<file path="config.mk">
export PLATFORM = sky130hd
export DESIGN_NAME = au_top
export DESIGN_NICKNAME = d
export VERILOG_FILES = /design/src/design/au_pkg.sv /design/src/design/au_calc.sv /design/src/design/au_seq.sv /design/src/design/au_top.sv
export SDC_FILE = /design/constraint.sdc
export NUM_CORES = 2
export LEC_CHECK = 0
export ABC_AREA = 1
export BUFFER_PORTS_ARGS = -buffer_cell sky130_fd_sc_hd__buf_2
export CAP_MARGIN = 20
export CORE_ASPECT_RATIO = 1.75
export CORE_MARGIN = 1
export CORE_UTILIZATION = 40
export DETAILED_ROUTE_END_ITERATION = 10
export PLACE_DENSITY_LB_ADDON = 0.25
export REMOVE_ABC_BUFFERS = 1
export SLEW_MARGIN = 30
export SYNTH_ARGS = -nofsm -noshare
export SYNTH_HDL_FRONTEND = slang
export SYNTH_SLANG_ARGS = --single-unit
</file>
<file path="constraint.sdc">
create_clock -name i_mclk -period 105.1 [get_ports i_mclk]
set_clock_uncertainty 0.15 [all_clocks]
set_input_delay 21.02 -clock i_mclk [delete_from_list [all_inputs] [get_ports i_mclk]]
set_output_delay 21.02 -clock i_mclk [all_outputs]
set_load 0.02 [all_outputs]
</file>
<file path="src/design/au_pkg.sv">
package au_pkg;
    // register bus geometry, one aligned 32-bit word per register
    localparam int AU_ADDR_W = 8;
    localparam int AU_DATA_W = 32;
    localparam int AU_NUM_BYTES = 6;
    localparam logic [7:0] AU_OFS_BYTE0 = 8'h00;
    localparam logic [7:0] AU_OFS_BYTE5 = 8'h14;
    localparam logic [7:0] AU_OFS_STATUS = 8'h18;
    localparam logic [7:0] AU_OFS_IRQ_STS = 8'h1c;
    localparam logic [7:0] AU_OFS_IRQ_MASK = 8'h20;
    localparam int AU_WORD_SHIFT = 2;

    // operand register indices
    localparam logic [2:0] AU_IDX_0 = 3'h0;
    localparam logic [2:0] AU_IDX_1 = 3'h1;
    localparam logic [2:0] AU_IDX_2 = 3'h2;
    localparam logic [2:0] AU_IDX_3 = 3'h3;
    localparam logic [2:0] AU_IDX_4 = 3'h4;
    localparam logic [2:0] AU_IDX_5 = 3'h5;

    // status and interrupt bit layout
    localparam int AU_ST_ERR_BIT = 7;
    localparam int AU_ST_OVF_BIT = 6;
    localparam int AU_IRQ_W = 2;
    localparam int AU_IRQ_DONE_BIT = 0;
    localparam int AU_IRQ_ERR_BIT = 1;

    // computation time in system clock periods
    localparam int AU_CNT_W = 5;
    localparam logic [4:0] AU_LAT_DIV32 = 5'h11;
    localparam logic [4:0] AU_LAT_DIV16 = 5'h09;
    localparam logic [4:0] AU_LAT_MUL = 5'h0b;

    localparam logic [31:0] AU_PROD_MAX = 32'h0000_ffff;
    localparam logic [1:0] AU_RESP_OKAY = 2'h0;
    localparam logic [1:0] AU_RESP_SLVERR = 2'h2;

    typedef enum logic [1:0] {
        AU_OP_DIV32,
        AU_OP_DIV16,
        AU_OP_MUL
    } au_op_t;
endpackage

</file>
<file path="src/design/au_calc.sv">
`timescale 1ns/1ps
// arithmetic core: result is formed at start, released after fixed time
module au_calc (
    // clock and reset
    input wire logic i_mclk,
    input wire logic i_rst_n,
    // start request and operands (byte 0 in the low bits)
    input wire logic i_start,
    input wire au_pkg::au_op_t i_op,
    input wire logic [47:0] i_opr,
    // results
    output logic o_busy,
    output logic o_done,
    output logic [47:0] o_res,
    output logic o_ovf
);
    import au_pkg::*;

    typedef struct packed {
        logic [AU_CNT_W-1:0] cnt;
        logic [47:0] res;
        logic ovf;
    } au_calc_regs_t;

    au_calc_regs_t q;
    au_calc_regs_t next_q;

    // one wide divider shared by both division widths
    always_comb begin
        logic [31:0] dvd;
        logic [15:0] dvs;
        logic [31:0] quo;
        logic [15:0] rem;
        logic [31:0] prod;
        dvd = (i_op == AU_OP_DIV32) ? i_opr[31:0] : {16'h0, i_opr[15:0]};
        dvs = i_opr[47:32];
        quo = '1;
        rem = dvd[15:0];
        prod = i_opr[15:0] * i_opr[47:32];
        next_q = q;
        if (q.cnt != '0) next_q.cnt = q.cnt - 1'b1;
        if (i_start) begin
            if (dvs != 16'h0) begin
                quo = dvd / dvs;
                rem = 16'((dvd % {16'h0, dvs}));
            end
            unique case (i_op)
                AU_OP_DIV32: begin
                    next_q.cnt = AU_LAT_DIV32 - 1'b1;
                    next_q.res = {rem, quo};
                    next_q.ovf = (dvs == 16'h0);
                end
                AU_OP_DIV16: begin
                    next_q.cnt = AU_LAT_DIV16 - 1'b1;
                    next_q.res = {rem, 16'h0, quo[15:0]};
                    next_q.ovf = (dvs == 16'h0);
                end
                AU_OP_MUL: begin
                    next_q.cnt = AU_LAT_MUL - 1'b1;
                    next_q.res = {i_opr[47:32], prod};
                    next_q.ovf = (prod > AU_PROD_MAX);
                end
                default: next_q.cnt = '0;
            endcase
        end
    end

    // state register
    always_ff @(posedge i_mclk or negedge i_rst_n) begin
        if (!i_rst_n) begin
            q <= '0;
        end else begin
            q <= next_q;
        end
    end

    assign o_busy = (q.cnt != '0);
    assign o_done = (q.cnt == AU_CNT_W'(1));
    assign o_res = q.res;
    assign o_ovf = q.ovf;
endmodule // au_calc

</file>
<file path="src/design/au_seq.sv">
`timescale 1ns/1ps
// watches operand writes and recognises the three legal write orders
module au_seq (
    // clock and reset
    input wire logic i_mclk,
    input wire logic i_rst_n,
    // operand write strobe
    input wire logic i_wr,
    input wire logic [2:0] i_idx,
    // start request
    output logic o_start,
    output au_pkg::au_op_t o_op
);
    import au_pkg::*;

    typedef enum logic [3:0] {
        SEQ_IDLE, SEQ_B0, SEQ_B01, SEQ_B012, SEQ_B0123, SEQ_B01234,
        SEQ_B014, SEQ_B04, SEQ_B041
    } au_seq_state_t;

    typedef struct packed {
        au_seq_state_t state;
        logic start;
        au_op_t op;
    } au_seq_regs_t;

    au_seq_regs_t q;
    au_seq_regs_t next_q;

    // gaps between writes leave the state alone; only writes move it
    always_comb begin
        next_q = q;
        next_q.start = 1'b0;
        if (i_wr) begin
            next_q.state = SEQ_IDLE; // a broken order waits for idx 0
            if (i_idx == AU_IDX_0) begin
                next_q.state = SEQ_B0; // restart tracking
            end else begin
                unique case (q.state)
                    SEQ_IDLE: next_q.state = SEQ_IDLE;
                    SEQ_B0: begin
                        if (i_idx == AU_IDX_1) next_q.state = SEQ_B01;
                        if (i_idx == AU_IDX_4) next_q.state = SEQ_B04;
                    end
                    SEQ_B01: begin
                        if (i_idx == AU_IDX_2) next_q.state = SEQ_B012;
                        if (i_idx == AU_IDX_4) next_q.state = SEQ_B014;
                    end
                    SEQ_B012:
                        if (i_idx == AU_IDX_3) next_q.state = SEQ_B0123;
                    SEQ_B0123:
                        if (i_idx == AU_IDX_4) next_q.state = SEQ_B01234;
                    SEQ_B01234: if (i_idx == AU_IDX_5) begin
                        next_q.start = 1'b1;
                        next_q.op = AU_OP_DIV32;
                    end
                    SEQ_B014: if (i_idx == AU_IDX_5) begin
                        next_q.start = 1'b1;
                        next_q.op = AU_OP_DIV16;
                    end
                    SEQ_B04:
                        if (i_idx == AU_IDX_1) next_q.state = SEQ_B041;
                    SEQ_B041: if (i_idx == AU_IDX_5) begin
                        next_q.start = 1'b1;
                        next_q.op = AU_OP_MUL;
                    end
                    default: next_q.state = SEQ_IDLE;
                endcase
            end
        end
    end

    // state register
    always_ff @(posedge i_mclk or negedge i_rst_n) begin
        if (!i_rst_n) begin
            q <= '{state: SEQ_IDLE, start: 1'b0, op: AU_OP_DIV32};
        end else begin
            q <= next_q;
        end
    end

    assign o_start = q.start;
    assign o_op = q.op;
endmodule // au_seq

</file>
<file path="src/design/au_top.sv">
// Chosen here: the register addresses and the AXI4-Lite interface to the registers.
`timescale 1ns/1ps
// Functional notes
// - writes 0,1,4,5 with 2,3 untouched select 16/16 division
// - writes 0,4,1,5 with 2,3 untouched select multiplication
// - operation starts only when byte 5 completes a legal order
// - non-operand activity between writes does not break an order
// - latency: 17 cycles div32, 9 cycles div16, 11 cycles multiply
// - operand access while computing sets access error flag, bit 7
// - status read clears access error once computation has finished
// - overflow bit 6: product above ffff or zero divisor
// - overflow flag rewritten at completion of every operation
// - div32 result: quotient in bytes 0..3, remainder in 4..5
// - div16 result: quotient in bytes 0..1, remainder in 4..5
// - multiply result: product bytes 0..3, least significant first
// - reads in any spacing never disturb the stored results
// - status bits 5..0 read zero; both flags zero after reset
module au_top (
    // clock and reset
    input wire logic i_mclk,
    input wire logic i_rst_n,
    // axi4-lite write address
    input wire logic i_awvalid,
    output logic o_awready,
    input wire logic [au_pkg::AU_ADDR_W-1:0] i_awaddr,
    input wire logic [2:0] i_awprot,
    // axi4-lite write data
    input wire logic i_wvalid,
    output logic o_wready,
    input wire logic [au_pkg::AU_DATA_W-1:0] i_wdata,
    input wire logic [3:0] i_wstrb,
    // axi4-lite write response
    output logic o_bvalid,
    input wire logic i_bready,
    output logic [1:0] o_bresp,
    // axi4-lite read address
    input wire logic i_arvalid,
    output logic o_arready,
    input wire logic [au_pkg::AU_ADDR_W-1:0] i_araddr,
    input wire logic [2:0] i_arprot,
    // axi4-lite read data
    output logic o_rvalid,
    input wire logic i_rready,
    output logic [au_pkg::AU_DATA_W-1:0] o_rdata,
    output logic [1:0] o_rresp,
    // interrupt and activity
    output logic o_irq,
    output logic o_busy
);
    import au_pkg::*;

    typedef struct packed {
        logic [AU_NUM_BYTES-1:0][7:0] opr;
        logic err;
        logic ovf;
        logic [AU_IRQ_W-1:0] ists;
        logic [AU_IRQ_W-1:0] imask;
        logic aw_held;
        logic [AU_ADDR_W-1:0] awaddr;
        logic w_held;
        logic [AU_DATA_W-1:0] wdata;
        logic [3:0] wstrb;
        logic bvalid;
        logic [1:0] bresp;
        logic rvalid;
        logic [AU_DATA_W-1:0] rdata;
        logic [1:0] rresp;
    } au_regs_t;

    au_regs_t q;
    au_regs_t next_q;

    // operand engine links
    logic seq_wr;
    logic [2:0] seq_idx;
    logic seq_start;
    au_op_t seq_op;
    logic calc_busy;
    logic calc_done;
    logic [47:0] calc_res;
    logic calc_ovf;
    logic busy;

    // true when the address falls on one of the six operand words
    function automatic logic is_opr(input logic [AU_ADDR_W-1:0] a);
        return (a >= AU_OFS_BYTE0) && (a <= AU_OFS_BYTE5)
            && (a[AU_WORD_SHIFT-1:0] == '0);
    endfunction

    // operand word index of an address
    function automatic logic [2:0] opr_idx(input logic [AU_ADDR_W-1:0] a);
        logic [AU_ADDR_W-1:0] d;
        d = (a - AU_OFS_BYTE0) >> AU_WORD_SHIFT;
        return d[2:0];
    endfunction

    // a mapped address, aligned, of any of the nine registers
    function automatic logic is_mapped(input logic [AU_ADDR_W-1:0] a);
        return is_opr(a) || (a == AU_OFS_STATUS) || (a == AU_OFS_IRQ_STS)
            || (a == AU_OFS_IRQ_MASK);
    endfunction

    // the start pulse already counts as busy, so there is no gap
    // between the last write and the engine taking over
    assign busy = seq_start | calc_busy;

    au_seq u_seq (
        .i_mclk(i_mclk),
        .i_rst_n(i_rst_n),
        .i_wr(seq_wr),
        .i_idx(seq_idx),
        .o_start(seq_start),
        .o_op(seq_op)
    );

    au_calc u_calc (
        .i_mclk(i_mclk),
        .i_rst_n(i_rst_n),
        .i_start(seq_start),
        .i_op(seq_op),
        .i_opr(q.opr),
        .o_busy(calc_busy),
        .o_done(calc_done),
        .o_res(calc_res),
        .o_ovf(calc_ovf)
    );

    // bus slave, operand store, flags and interrupt bookkeeping
    always_comb begin
        logic [2:0] widx;
        logic [2:0] ridx;
        logic err_set;
        logic [AU_IRQ_W-1:0] w1c;
        widx = opr_idx(q.awaddr);
        ridx = opr_idx(i_araddr);
        err_set = 1'b0;
        w1c = '0;
        next_q = q;
        seq_wr = 1'b0;
        seq_idx = widx;

        // release the answers once taken
        if (q.bvalid && i_bready) next_q.bvalid = 1'b0;
        if (q.rvalid && i_rready) next_q.rvalid = 1'b0;

        // address and data may arrive in either order
        if (i_awvalid && o_awready) begin
            next_q.aw_held = 1'b1;
            next_q.awaddr = i_awaddr;
        end
        if (i_wvalid && o_wready) begin
            next_q.w_held = 1'b1;
            next_q.wdata = i_wdata;
            next_q.wstrb = i_wstrb;
        end

        // perform a write once both halves are held
        if (q.aw_held && q.w_held && !q.bvalid) begin
            next_q.aw_held = 1'b0;
            next_q.w_held = 1'b0;
            next_q.bvalid = 1'b1;
            next_q.bresp = AU_RESP_OKAY;
            if (!is_mapped(q.awaddr)) begin
                next_q.bresp = AU_RESP_SLVERR;
            end else if (is_opr(q.awaddr)) begin
                if (busy) begin
                    err_set = 1'b1; // write is dropped
                end else if (q.wstrb[0]) begin
                    next_q.opr[widx] = q.wdata[7:0];
                    seq_wr = 1'b1;
                end
            end else if (q.awaddr == AU_OFS_IRQ_STS) begin
                w1c = q.wdata[AU_IRQ_W-1:0];
            end else if (q.awaddr == AU_OFS_IRQ_MASK) begin
                next_q.imask = q.wdata[AU_IRQ_W-1:0];
            end
        end

        // read path; reads of results change nothing
        if (i_arvalid && o_arready) begin
            next_q.rvalid = 1'b1;
            next_q.rresp = AU_RESP_OKAY;
            next_q.rdata = '0;
            if (!is_mapped(i_araddr)) begin
                next_q.rresp = AU_RESP_SLVERR;
            end else if (is_opr(i_araddr)) begin
                next_q.rdata[7:0] = q.opr[ridx];
                if (busy) err_set = 1'b1;
            end else if (i_araddr == AU_OFS_STATUS) begin
                next_q.rdata[AU_ST_ERR_BIT] = q.err; // low bits stay 0
                next_q.rdata[AU_ST_OVF_BIT] = q.ovf;
                if (q.err && !busy) next_q.err = 1'b0;
            end else if (i_araddr == AU_OFS_IRQ_STS) begin
                next_q.rdata[AU_IRQ_W-1:0] = q.ists;
            end else begin
                next_q.rdata[AU_IRQ_W-1:0] = q.imask;
            end
        end

        // error can only be raised while busy and cleared while idle,
        // so the two never meet in one cycle
        if (err_set) next_q.err = 1'b1;

        // completion lands the results; writes are locked out here
        if (calc_done) begin
            next_q.opr = calc_res;
            next_q.ovf = calc_ovf;
        end

        // sticky events: a new event beats a same-cycle clear
        next_q.ists = q.ists & ~w1c;
        if (calc_done) next_q.ists[AU_IRQ_DONE_BIT] = 1'b1;
        if (err_set) next_q.ists[AU_IRQ_ERR_BIT] = 1'b1;
    end

    // state register; operands come up zero rather than unknown
    always_ff @(posedge i_mclk or negedge i_rst_n) begin
        if (!i_rst_n) begin
            q <= '0; // both flags zero
        end else begin
            q <= next_q;
        end
    end

    // one write and one read in flight at a time
    assign o_awready = !q.aw_held && !q.bvalid;
    assign o_wready = !q.w_held && !q.bvalid;
    assign o_arready = !q.rvalid;
    assign o_bvalid = q.bvalid;
    assign o_bresp = q.bresp;
    assign o_rvalid = q.rvalid;
    assign o_rdata = q.rdata;
    assign o_rresp = q.rresp;
    assign o_irq = |(q.ists & q.imask);
    assign o_busy = busy;
endmodule // au_top

</file>
==> results by group <==
Outcome
  – Outcome: complete, no violations

Yosys
  – Yosys top cell by area: ha_1
  – Synth Area per Inst: about 6.5 µm²
  – Top cells by area, synth: ha_1 16%, nand2_1 15%, fa_1 10%
  – YS warnings: 0
  – Asr flop ratio synth: 100%
  – Post-synthesis cell count: ~6,000
  – Seq/Total Area, Yosys: under 10%
  – Syn Std Cell Area: 0.0391 mm²
  – Most frequent cell after synthesis: nand2_1
  – Post-synth top cells: 1,557 x nand2_1, 990 x inv_1, 507 x ha_1
  – Prevailing post-synth register cell: dfrtp_1
  – Synthesized flop and latch total: approximately 150
  – EDFF count, synth: 0
  – Yosys top cell area share: about 16%
  – Distinct cell type count after synthesis: 75

STA
  – Fin. Hold Viols: 0
  – Final Critical Period: about 94 ns
  – Final worst setup slack: approximately 11 ns
  – Max_slew headroom: 30.0%
  – Fmax: between 0.01 and 0.015 GHz
  – Setup violations, final: 0
  – Count of pins over their slew limit: 0
  – Fin crit share: about nine tenths
  – Unrepaired setup endpoints after global routing: false
  – Total Neg Setup Slack: 0 ns
  – Worst-Margin Slew: roughly 1.0 ns

Routing
  – DRT Wirelength: between 100,000 and 150,000 µm
  – Post-route DRC violation count: 0
  – First DRT Iteration DRCs: approximately 1,900
  – 1st-pass router iterations: 6
  – Vias per cell: 5.29
  – Drt wl/cell: 16.8 µm
  – ANT nets after route: 0
  – Routed vias: between 30,000 and 40,000

Floorplan
  – Core area: between 0.09 and 0.1 mm²
  – Area of the die: about 0.1 mm²
  – Die height: a little over 400 µm
  – I/O Pins: between 100 and 150
  – Initial Utilization: about 40%
  – Row cnt: around 150
  – Die X: approximately 240 µm

Global routing
  – Gr usage total: between 20% and 30%
  – Largest net degree at the start of global routing: 85
  – GRT overflow: 0
  – Vias in the first global route: between 30,000 and 40,000
  – Global-route wire length before repair: a little under 200,000 µm
  – Initial antenna violation count: 1

Placement
  – DP Wirelength: between 90,000 and 100,000 µm
  – GPL Wtd Cong: between 0.9 and 1
  – I/O Buffers: between 40 and 50
  – Post-Place Worst Slack: 7.42 ns
  – Placed cell count: just over 7,000

Critical path
  – Worst-path fanout max: 32
  – Worst Path Required: ~110 ns
  – CP Class: reg -> reg
  – Worst Path Arrival: roughly 95 ns
  – CP most frequent cell: nand2_1
  – Worst Setup Start Kind: flip-flop
  – Worst Setup End Kind: flip-flop
  – CP peak stage delay: a little over 0.9 ns
  – Slowest cell on the critical path: dfrtp_1

Clock tree
  – CTS buffer count: 17
  – CTS root buffer: clkbuf_16
  – CTS Buffer Depth: 2
  – H-Tree Depth: 4
  – Clock transition at path regs: roughly 0.060 ns
  – CTS tree: done
  – Worst skew pair latency: roughly 0.44 ns
  – CTS sink cnt: between 100 and 150

Min path
  – Worst Hold Class: reg -> reg

Final layout
  – Layout cells sized above 1: 7.04%
  – Final Non-Filler Cells: ~7,300
  – Layout area overhead: 5.10%
  – Nets: approximately 6,700

Flow run
  – Max-cap violations: 0
-- metal layers --
layer	up-vias	GRT usage, %	wire length [µm]
met5	-	0	13
li1	19300	-	-
met2	787	49.9	67900
met1	18100	23.3	43400
met4	2	14.1	7930
met3	328	1.63	3340
-- sequential cells by signal, indices dropped and copies added, names as in the netlist --
register	count
o_bresp	1
o_bvalid	1
o_rdata	8
o_rresp	1
o_rvalid	1
q	73
u_calc.o_ovf	1
u_calc.o_res	48
u_calc.q	5
u_seq.o_op	2
u_seq.o_start	1
u_seq.q	4
-- per-stage QoR --
step / area, µm² / util [%] / hold slack, ns
final: 41100 / 42.4 / 0.336
after CTS: 41000 / 42.3 / 0.336
after global placement: 40400 / 41.7 / 0.317
after detailed placement: 40400 / 41.7 / 0.327
after floorplan: 38100 / - / 0.303
after global routing: 41100 / 42.4 / 0.357
-- critical path, delay by kind of cell, from the launching register on --
kind / cells / cell delay [ns]
adder cells (fa/ha/maj): 31 / 10.10
AO/OA/AOI/OAI: 206 / 40.25
AND/OR/NAND/NOR: 243 / 29.60
flip-flops: 1 / 0.93
buffers and inverters: 122 / 12.99
-- area by class of cell --
cell class	count	area, µm²
clock buffer	19	453
multi-input combinational	4629	30500
sequential	146	3650
antenna	1	2.50
timing repair buffer	113	734
tap	1300	1630
clock inverter	12	131
fill	10300	55800
inverter	1056	3990
timing repair inverter	1	5.00
-- final timing paths --
check / depth (start not counted) / to / slack [ns] / startpoint
max in group asynchronous: 2 / o_rdata[2] / 82.90 / i_rst_n
hold / removal: 2 / q[132] / 0.34 / u_calc.o_res[42]
min in group asynchronous: 1 / u_calc.q[53] / 20.48 / i_rst_n
setup / recovery: 602 / u_calc.o_res[46] / 10.60 / q[135]
hold reg to reg: 2 / q[132] / 0.34 / u_calc.o_res[42]
setup reg to reg: 602 / u_calc.o_res[46] / 10.60 / q[135]
-- kinds of logic (layout without fill, tap and decap cells) --
group	Yosys count	in the layout	synth area share (%)
mux	13	13	0.371
fa+ha+maj	702	702	26.2
simple gates	2551	2555	28.7
xor+xnor	320	320	7.16
compound gates	1013	1013	15.1
other cells	1	27	0.00958
flops	146	146	9.34
buf+inv	1277	1201	13.1
-- layout by cell type (no fill, tap or decap), types with 65 or more instances in the layout --
cell / netlist / layout
nand4_1: 76 / 76
o21ai_0: 362 / 361
ha_1: 507 / 506
nand3_1: 348 / 346
xor2_1: 207 / 207
buf_4: 48 / 65
dfrtp_1: 146 / 145
nor2_1: 314 / 311
inv_1: 990 / 984
nand2_1: 1557 / 1557
xnor2_1: 113 / 113
fa_1: 195 / 195
a21oi_1: 308 / 308
-- timing repair --
action / 4_1_cts / 5_1_grt
resized for setup: 0 / 15
hold buffers: 0 / 0
endpoints found under the setup margin: 0 / 17
buffers inserted: 0 / 4
Power is left out: the tool's default activity adds up to more than one toggle a clock period on the data nets, which glitch-free logic cannot reach.
